`config.mk`:
```
export PLATFORM = sky130hd
export DESIGN_NAME = cell_rx_port
export DESIGN_NICKNAME = d
export VERILOG_FILES = /design/src/rtl/pin_sync.v /design/src/rtl/cell_rx_port.v
export VERILOG_INCLUDE_DIRS = /design/src /design/src/rtl
export SDC_FILE = /design/constraint.sdc
export NUM_CORES = 1
export LEC_CHECK = 0
export ABC_CLOCK_PERIOD_IN_PS = 1950
export BUFFER_PORTS_ARGS = -buffer_cell sky130_fd_sc_hd__buf_4
export CORE_ASPECT_RATIO = 0.9
export CORE_MARGIN = 10
export CORE_UTILIZATION = 55
export DETAILED_ROUTE_END_ITERATION = 10
export PLACE_DENSITY = 0.76
export SLEW_MARGIN = 10
export SYNTH_ARGS = -nofsm -noshare
export SYNTH_HDL_FRONTEND = slang
export SYNTH_SLANG_ARGS = --single-unit
```
`constraint.sdc`:
```
create_clock -name clk_i -period 1.95 [get_ports clk_i]
set_clock_uncertainty 0.15 [all_clocks]
set_input_delay 0.2925 -clock clk_i [delete_from_list [all_inputs] [get_ports clk_i]]
set_output_delay 0.2925 -clock clk_i [all_outputs]
set_load 0.1 [all_outputs]
```
`src/rtl/cell_rx_defines.vh`:
```
// Constants for the cell receive port: pin widths, strap and tie-off values.
// Assumes inclusion by bare name from the design files.
`ifndef CELL_RX_DEFINES_VH
`define CELL_RX_DEFINES_VH
`define CRX_BYTE_W        8
`define CRX_ADDR_W        5
`define CRX_ADDR_LOW_W    2
`define CRX_NULL_ADDR     5'h1F
`define CRX_DEF_ADDR      5'h00
`define CRX_STRAP_RESET   1'b0
`define CRX_ENB_TIEOFF    1'b1
`define CRX_SOC_TIEOFF    1'b0
`define CRX_CLK_TIEOFF    1'b0
`define CRX_CLAV_NO_ROOM  1'b0
`define CRX_CLAV_ROOM     1'b1
`define CRX_SYNC_STAGES   3
`define CRX_STRAP_SETTLE  3'h4
`endif

```
`src/rtl/pin_sync.v`:
```
// Three-flop pin synchroniser with agreement filter on the last two stages.
// Assumes an asynchronous input and the block clock with clock enable.
`timescale 1ns/1ps
`include "cell_rx_defines.vh"

module pin_sync
#(
    parameter        WIDTH = 1,
    parameter [WIDTH-1:0] INIT = {WIDTH{1'b0}}
)
(
    input  wire             clk_i,
    input  wire             nrst_i,
    input  wire             ce_i,
    input  wire [WIDTH-1:0] d_i,
    output reg  [WIDTH-1:0] q_o
);

    reg [WIDTH-1:0] s1_reg;   // Metastable stage, read only by s2
    reg [WIDTH-1:0] s2_reg;   // Second stage
    reg [WIDTH-1:0] s3_reg;   // Third stage

    ////////////////////////////////////////////////////////////////////////
    // Stages; output follows only when stages two and three agree
    always @(posedge clk_i or negedge nrst_i)
    begin
        if (!nrst_i)
        begin
            s1_reg <= INIT;
            s2_reg <= INIT;
            s3_reg <= INIT;
            q_o    <= INIT;
        end
        else if (ce_i)
        begin
            s1_reg <= d_i;
            s2_reg <= s1_reg;
            s3_reg <= s2_reg;
            // Per bit agreement, so a one-sample glitch never reaches the core
            q_o    <= (s2_reg & s3_reg) | (q_o & (s2_reg | s3_reg));
        end
    end

endmodule

```
`src/rtl/cell_rx_port.v`:
```
// Receive side of a cell bus slave port: samples bytes on link clock edges.
// Assumes link clock well below clk_i/2 (125 ns vs 8 ns) and a room input.
`timescale 1ns/1ps
`include "cell_rx_defines.vh"

// Overview of operation
// - Room output high only when addressed and not full, low otherwise
// - Sample from the cycle after enable
// - Start marker flags first byte of cell
// - Arm a transfer only when five-bit address matches; the cell then runs until enable goes high
// - All five address bits valid only with strap
// - Strap low ties off clock, room, enable, start
// - Strap low ties off all five address bits
// - Capture bytes on rising link clock edge
module cell_rx_port
#(
    parameter [`CRX_ADDR_W-1:0] MY_ADDR = `CRX_DEF_ADDR
)
(
    input  wire                    clk_i,
    input  wire                    nrst_i,
    input  wire                    ce_i,
    input  wire                    cell_port_strap_pin_i,
    input  wire                    rx_cell_clock_i,
    input  wire                    rx_sample_enable_n_i,
    input  wire                    rx_cell_start_i,
    input  wire [`CRX_BYTE_W-1:0]  rx_cell_byte_i,
    input  wire [`CRX_ADDR_W-1:0]  rx_slave_select_i,
    input  wire                    room_i,
    output reg                     rx_room_available_o,
    output reg                     rx_room_available_oe_o,
    output reg                     cell_port_enable_strap_o,
    output reg  [`CRX_BYTE_W-1:0]  byte_o,
    output reg                     byte_valid_o,
    output reg                     cell_start_o
);

    localparam SW = 1 + 1 + 1 + `CRX_BYTE_W + `CRX_ADDR_W;
    localparam [SW-1:0] SYNC_INIT = {`CRX_CLK_TIEOFF, `CRX_ENB_TIEOFF,
                                     `CRX_SOC_TIEOFF, {`CRX_BYTE_W{1'b0}},
                                     `CRX_NULL_ADDR};

    // Transfer state machine
    localparam [1:0] ST_IDLE   = 2'h0;   // Not selected for transfer
    localparam [1:0] ST_ARMED  = 2'h1;   // Enable seen, sample from next edge
    localparam [1:0] ST_SAMPLE = 2'h2;   // Sampling each edge while enabled

    wire [SW-1:0]  raw_bus;               // Raw pin group
    wire [SW-1:0]  sync_bus;              // Filtered pin group
    wire           lclk_s;                // Synced link clock
    wire           enb_n_s;               // Synced enable, active low
    wire           soc_s;                 // Synced start marker
    wire [`CRX_BYTE_W-1:0] data_s;        // Synced data byte
    wire [`CRX_ADDR_W-1:0] addr_s;        // Synced address
    reg            strap_reg;             // Strap caught after reset release
    reg            strap_done_reg;        // Strap captured flag
    wire           strap_s;               // Filtered strap pin
    reg  [2:0]     settle_reg;            // Edges waited for the strap sync
    reg            lclk_d_reg;            // Previous link clock level
    reg  [1:0]     state_reg;             // Transfer state
    reg  [1:0]     state_next;
    reg  [`CRX_ADDR_W-1:0] eff_addr;      // Address after tie-off
    reg            enb_n_eff;             // Enable after tie-off
    reg            soc_eff;               // Start after tie-off
    reg            lclk_eff;              // Clock after tie-off
    wire           rise;                  // Link clock rising edge
    wire           selected;              // Our address on the bus

    assign raw_bus = {rx_cell_clock_i, rx_sample_enable_n_i, rx_cell_start_i,
                      rx_cell_byte_i, rx_slave_select_i};

    ////////////////////////////////////////////////////////////////////////
    // Pin synchronisers; link clock is sampled, not used as a clock
    pin_sync #(.WIDTH(SW), .INIT(SYNC_INIT)) u_sync
    (
        .clk_i  (clk_i),
        .nrst_i (nrst_i),
        .ce_i   (ce_i),
        .d_i    (raw_bus),
        .q_o    (sync_bus)
    );

    assign lclk_s  = sync_bus[SW-1];
    assign enb_n_s = sync_bus[SW-2];
    assign soc_s   = sync_bus[SW-3];
    assign data_s  = sync_bus[`CRX_ADDR_W +: `CRX_BYTE_W];
    assign addr_s  = sync_bus[`CRX_ADDR_W-1:0];

    ////////////////////////////////////////////////////////////////////////
    // Strap pin synchroniser; the strap is a board pin like the link pins,
    // so it gets the same three flops and agreement filter
    pin_sync #(.WIDTH(1), .INIT(`CRX_STRAP_RESET)) u_strap_sync
    (
        .clk_i  (clk_i),
        .nrst_i (nrst_i),
        .ce_i   (ce_i),
        .d_i    (cell_port_strap_pin_i),
        .q_o    (strap_s)
    );

    ////////////////////////////////////////////////////////////////////////
    // Strap capture once the strap synchroniser has filled after reset.
    // Latched a single time: moving the strap later has no effect, which
    // keeps the address pins from changing role in mid-cell.
    always @(posedge clk_i or negedge nrst_i)
    begin
        if (!nrst_i)
        begin
            // Async reset loads constants only
            strap_reg      <= `CRX_STRAP_RESET;
            strap_done_reg <= 1'b0;
            settle_reg     <= 3'h0;
        end
        else if (ce_i && !strap_done_reg)
        begin
            if (settle_reg == `CRX_STRAP_SETTLE)
            begin
                // Synchroniser output is settled from this edge on
                strap_reg      <= strap_s;
                strap_done_reg <= 1'b1;
            end
            else
            begin
                // Still flushing the reset value out of the stages
                settle_reg <= settle_reg + 3'h1;
            end
        end
    end

    ////////////////////////////////////////////////////////////////////////
    // Tie-offs while the port is disabled by the strap
    always @*
    begin
        if (strap_reg)
        begin
            eff_addr  = addr_s;
            enb_n_eff = enb_n_s;
            soc_eff   = soc_s;
            lclk_eff  = lclk_s;
        end
        else
        begin
            // Whole address tied to the null address; enable, start, clock tied off
            eff_addr  = `CRX_NULL_ADDR;
            enb_n_eff = `CRX_ENB_TIEOFF;
            soc_eff   = `CRX_SOC_TIEOFF;
            lclk_eff  = `CRX_CLK_TIEOFF;
        end
    end

    // Null address never selects, so up to 31 slaves share the bus
    assign selected = strap_reg && (eff_addr == MY_ADDR)
                      && (MY_ADDR != `CRX_NULL_ADDR);
    assign rise = lclk_eff & ~lclk_d_reg;

    ////////////////////////////////////////////////////////////////////////
    // Next state, evaluated only on link clock rising edges
    always @*
    begin
        state_next = state_reg;
        case (state_reg)
            ST_IDLE:
            begin
                // Low enable requests sampling from the next edge
                if (!enb_n_eff && selected)
                    state_next = ST_ARMED;
            end
            ST_ARMED:
            begin
                state_next = enb_n_eff ? ST_IDLE : ST_SAMPLE;
            end
            ST_SAMPLE:
            begin
                if (enb_n_eff)
                    state_next = ST_IDLE;
            end
            default:
            begin
                state_next = ST_IDLE;
            end
        endcase
    end

    ////////////////////////////////////////////////////////////////////////
    // Sequential core: edge detect, state, capture and room output
    always @(posedge clk_i or negedge nrst_i)
    begin
        if (!nrst_i)
        begin
            lclk_d_reg               <= `CRX_CLK_TIEOFF;
            state_reg                <= ST_IDLE;
            byte_o                   <= {`CRX_BYTE_W{1'b0}};
            byte_valid_o             <= 1'b0;
            cell_start_o             <= 1'b0;
            rx_room_available_o      <= `CRX_CLAV_NO_ROOM;
            rx_room_available_oe_o   <= 1'b0;
            cell_port_enable_strap_o <= `CRX_STRAP_RESET;
        end
        else if (ce_i)
        begin
            // Follows the synced pin even while tied off, so latching the
            // strap with the link clock high gives no false edge
            lclk_d_reg               <= lclk_s;
            cell_port_enable_strap_o <= strap_reg;
            byte_valid_o             <= 1'b0;
            cell_start_o             <= 1'b0;
            if (rise)
            begin
                state_reg <= state_next;
                // Capture on each edge once armed and still enabled.
                // Selection is checked when arming only; the cell then
                // runs until the enable goes inactive.
                if (state_reg != ST_IDLE && !enb_n_eff)
                begin
                    byte_o       <= data_s;
                    byte_valid_o <= 1'b1;
                    cell_start_o <= soc_eff;
                end
            end
            // Room reported only while addressed; otherwise released
            rx_room_available_oe_o <= selected;
            rx_room_available_o    <= (selected && room_i) ?
                                      `CRX_CLAV_ROOM : `CRX_CLAV_NO_ROOM;
        end
    end

endmodule

```
Yosys cells after proc, flatten, opt, wreduce, memory -nomap -nowiden --
Cells that the tools add are included.
Storage, ports and cells: output and inout port bits 13, register bits after elaboration 89
Operators by class: reduce and logical (&&, ||, !) cells 14, $add $sub $neg 1, multiplexer cells 13, bitwise gates (word level) 11, equal/unequal tests 5
Operators by type and width (number):
- $and 16x16->16 | 2
- $or 16x16->16 | 2
- $mux 1 | 8
- $mux 2 | 3
- $pmux 2 s3 | 1
- $logic_and 1x1->1 | 5
- $logic_not 5->1 | 1
- $mux 5 | 1
- $ne 2x2->1 const B | 2
- $reduce_and 2->1 | 2
- $reduce_and 4->1 | 1
- $add 3x1->3 const B | 1
- $and 1x1->1 | 3
- $eq 3x3->1 const B | 1
- $reduce_and 3->1 | 1
- $eq 2x1->1 const B | 1
- $eq 2x2->1 const B | 1
- $logic_not 1->1 | 2
- $logic_not 2->1 | 1
- $not 1->1 | 2
- $or 1x1->1 | 2
- $reduce_bool 2->1 | 1

Depth between registers and ports, before layout --
depth after elaboration 6, gate-level depth with buffers 5

Hierarchy --
A second synthesis with hierarchy kept.
Second synthesis, totals: cells, all modules 270, area, all modules 3819.9 µm²
By module, submodules not included:
- pin_sync at u_sync | area each 2758.9 µm², instances 1, cells an instance 194, seq. area each 1631.6 µm²
- cell_rx_port | area each 905.9 µm², instances 1, cells an instance 64, seq. area each 525.5 µm²
- pin_sync at u_strap_sync | area each 155.1 µm², instances 1, cells an instance 12, seq. area each 100.1 µm²

Worst setup path before layout --
OpenSTA, ideal clock, no wires.
path kind in2reg, from in ce_i, to reg byte_o[0], setup time 0.125 ns, slack 0.389 ns, cell stages on the path 4, arrival time 1.285 ns, path through buf_4 nand4b_4 nor3_4 mux2_2
On the way: cells in the longest elaborated chain, start to end 1
Ends and longest elaborated chain:
- from (decl) | line cell_rx_port.v:22 | input wire ce_i,
- $reduce_and 3->1 (no source line)
- to (signal assigned) | line cell_rx_port.v:192 | byte_o <= {`CRX_BYTE_W{1'b0}};
- to (signal assigned) | line cell_rx_port.v:215 | byte_o <= data_s;
- to (decl) | line cell_rx_port.v:33 | output reg [`CRX_BYTE_W-1:0] byte_o,
Every way passes these cells. A chain may end at the register's enable or synchronous reset.

Final worst setup path --
from reg lclk_d_reg, to reg byte_o[1]
On the way: cells in the longest elaborated chain, start to end 3
Ends and longest elaborated chain:
- from (decl) | line cell_rx_port.v:59 | reg lclk_d_reg;
- from (signal assigned) | line cell_rx_port.v:190 | lclk_d_reg <= `CRX_CLK_TIEOFF;
- from (signal assigned) | line cell_rx_port.v:203 | lclk_d_reg <= lclk_s;
- $not 1->1 | line cell_rx_port.v:154 | assign rise = lclk_eff & ~lclk_d_reg;
- $and 1x1->1 | line cell_rx_port.v:154
- $reduce_and 3->1 (no source line)
Every way passes these cells.

==> results by group <==
Cells and area
  – Most common cell after layout, fill and taps aside: dfrtp_1
  – Sequential cell area: 2260 um2
  – Layout cells sized above 1: 0.384
  – Fillers: 472
  – Non-filler cells, final: 415
  – Antenna cells: 0
  – Nets: 346
  – Layout Utilization: 0.665
  – P&R area growth vs syn: 16.6%
  – Area of the multi-input gates: 1140 um2
  – Most frequent cells in the layout: dfrtp_1 (65), o21ai_0 (54), mux2_2 (46), buf_4 (39), dfstp_2 (24)

Floorplan
  – Row count: 27
  – I/O pins: 34
  – Die X: 104 um
  – Initial Util: 0.571
  – DIE AREA: 10000 um2
  – Die height: 96.0 um
  – Core area: 6180 um2

Setup path
  – Setup crit end kind: flop
  – Worst-case reg-to-reg path depth: 4
  – RR Startpoint: lclk_d_reg
  – Crit path DAT: 1680 ps
  – Worst R2R End: byte_o[1]
  – FF-to-FF setup slack: 350 ps
  – Startpoint Class: flop
  – Required time worst endpoint: 2030 ps
  – Critical path class: flop to flop
  – Crit-path max FO: 10

STA
  – Normalized max-slew margin: 0.547
  – RSZ-0062 raised after global routing: no
  – Slew Viols, Final: 0
  – Hold Violations, Final: 0
  – Final min period: 1600 ps
  – Worst-margin pin slew: 678 ps
  – F_max: 626 MHz
  – Final period util: 0.819
  – Setup Viol. Count Final: 0
  – Setup_tns: 0 ps

Power and ir drop
  – Cell Pwr Density: 1070 nW/um2
  – Total Power: 4.41 mW
  – Worst VDD drop: 0.757 mV
  – Lkg Pwr: 1.86 nW

Synth
  – Mapped Nets: 305
  – Mapped Cells: 282
  – Synthesized flop and latch total: 89
  – Mapped cell area: 3530 um2
  – YS warnings: 0
  – Syn_area_per_cell: 12.5 um2
  – Seq/Total Area, Yosys: 0.640
  – Netlist cell types: 26

Placed design
  – Routability cong.: 0.711
  – Placed cell count: 398
  – Number of port buffers: 33
  – Post-detail-place hpwl: 4280 um

Status
  – Status: finished, final reports clean

Global routing
  – Tot GR Track Use: 0.131
  – Largest net degree at the start of global routing: 36
  – Vias in the first global route: 2211
  – M1 GR Usage: 0.156
  – Grt total ovfl: 0
  – Grt peak-use layer: met2
  – Met3 Usage GRT: 0.0494
  – Met2 Track Usage GR: 0.220
  – First-pass GRT wire length: 10600 um
  – Initial antenna violation count: 0

Min path
  – Min-Delay Path Class: input pin to flop
  – Worst hold stages: 2
  – Hold wc startpoint: rx_cell_byte_i[7]
  – Worst Hold End: u_sync.s1_reg[12]

Clock tree
  – Root Buffer: clkbuf_8
  – CTS tree: done
  – Post-CTS Resized: 0
  – Clock latency on the worst-skew pair: 350 ps
  – Post-CTS setup buffers: 0
  – H-tree Lvls: 3
  – Total CTS buffers: 9
  – Clk sink count: 89
  – Clk buf depth: 2
  – Clock-pin slew on the worst setup and hold paths: 80 ps

Drt
  – Initial drt markers: 75
  – Routed Antenna Nets: 0
  – Total number of vias: 2194
  – DRC: 0
  – WL/cell: 14.7 um
  – WL final: 6100 um
  – Vias per Instance: 5.29
  – Drt first pass iters: 4

Flow run
  – Number of max-cap violations: 0
==> cell type report <==
type,instances,area share
timing repair buffer,42,0.0834
tap,87,0.0265
inverter,21,0.0192
clock inverter,2,0.00304
clock buffer,14,0.0423
sequential,89,0.549
multi-input combinational,160,0.277
==> through the flow <==
step	area, um2	worst slack, ps	hold WS (ps)
after floorplan	3530	389	-153
after global placement	3920	401	105
after detailed placement	3920	348	105
after CTS	4110	350	0.900
after global routing	4110	276	1.22
final	4110	353	20.1
==> per-layer routing <==
layer	routed length, um	part of all wire
met5	0	0
met4	59	0.0097
met3	269	0.044
met2	3050	0.50
met1	2720	0.45
==> worst max-delay path, cell delays in order (launching register included) <==
cell and delay (ps):
dfrtp_1 380, nand4b_4 210, nor3_4 180, buf_4 210, mux2_2 350
==> cell families (layout without fill, tap and decap cells) <==
kind of cell | count (synthesis) | count (layout) | share of synthesized area
mux | 46 | 46 | 0.147
simple gates | 33 | 33 | 0.0504
fa+ha+maj | 2 | 2 | 0.00709
buf+inv | 33 | 79 | 0.0376
compound gates | 78 | 78 | 0.116
flops | 89 | 89 | 0.640
xor+xnor | 1 | 1 | 0.00248
==> worst max path at each step <==
stage	start	end	slack, ps
2_1_floorplan	ce_i	byte_o[0]	390
3_3_place_gp	ce_i	byte_o[0]	400
3_5_place_dp	ce_i	byte_o[3]	350
4_1_cts	lclk_d_reg	byte_o[1]	350
5_1_grt	lclk_d_reg	byte_o[3]	280
6_report	lclk_d_reg	byte_o[1]	350
==> cells in the mapped netlist <==
cell type	count	area, um2
a21o_1	1	7.51
a21oi_1	18	90.1
a22o_1	1	8.76
a31oi_1	1	6.26
a32o_1	1	10.0
buf_2	4	20.0
buf_4	1	7.51
clkbuf_1	7	26.3
dfrtp_1	65	1630
dfstp_2	24	631
ha_1	2	25.0
inv_1	21	78.8
mux2_2	46	518
nand2_1	22	82.6
nand2b_1	2	12.5
nand3_1	1	5.00
nand3b_1	2	15.0
nand4b_4	1	23.8
nor2_1	1	3.75
nor2b_1	2	12.5
nor3_4	1	16.3
nor4_1	1	6.26
o21ai_0	54	270
o21bai_1	1	7.51
o2bb2ai_1	1	8.76
xnor2_1	1	8.76
==> where the power goes <==
group	internal (mW)	switching (mW)	total (mW)
registers	2.27	0.257	2.53
clock network	0.576	0.596	1.17
logic	0.336	0.367	0.703
==> what timing repair did <==
| action | 4_1_cts | 5_1_grt |
|---|---|---|
| endpoints found under the setup margin | 0 | 0 |
| hold buffers | 1 | 0 |
| endpoints found under the hold margin | 21 | 0 |
(Power assumes the default switching activity.)
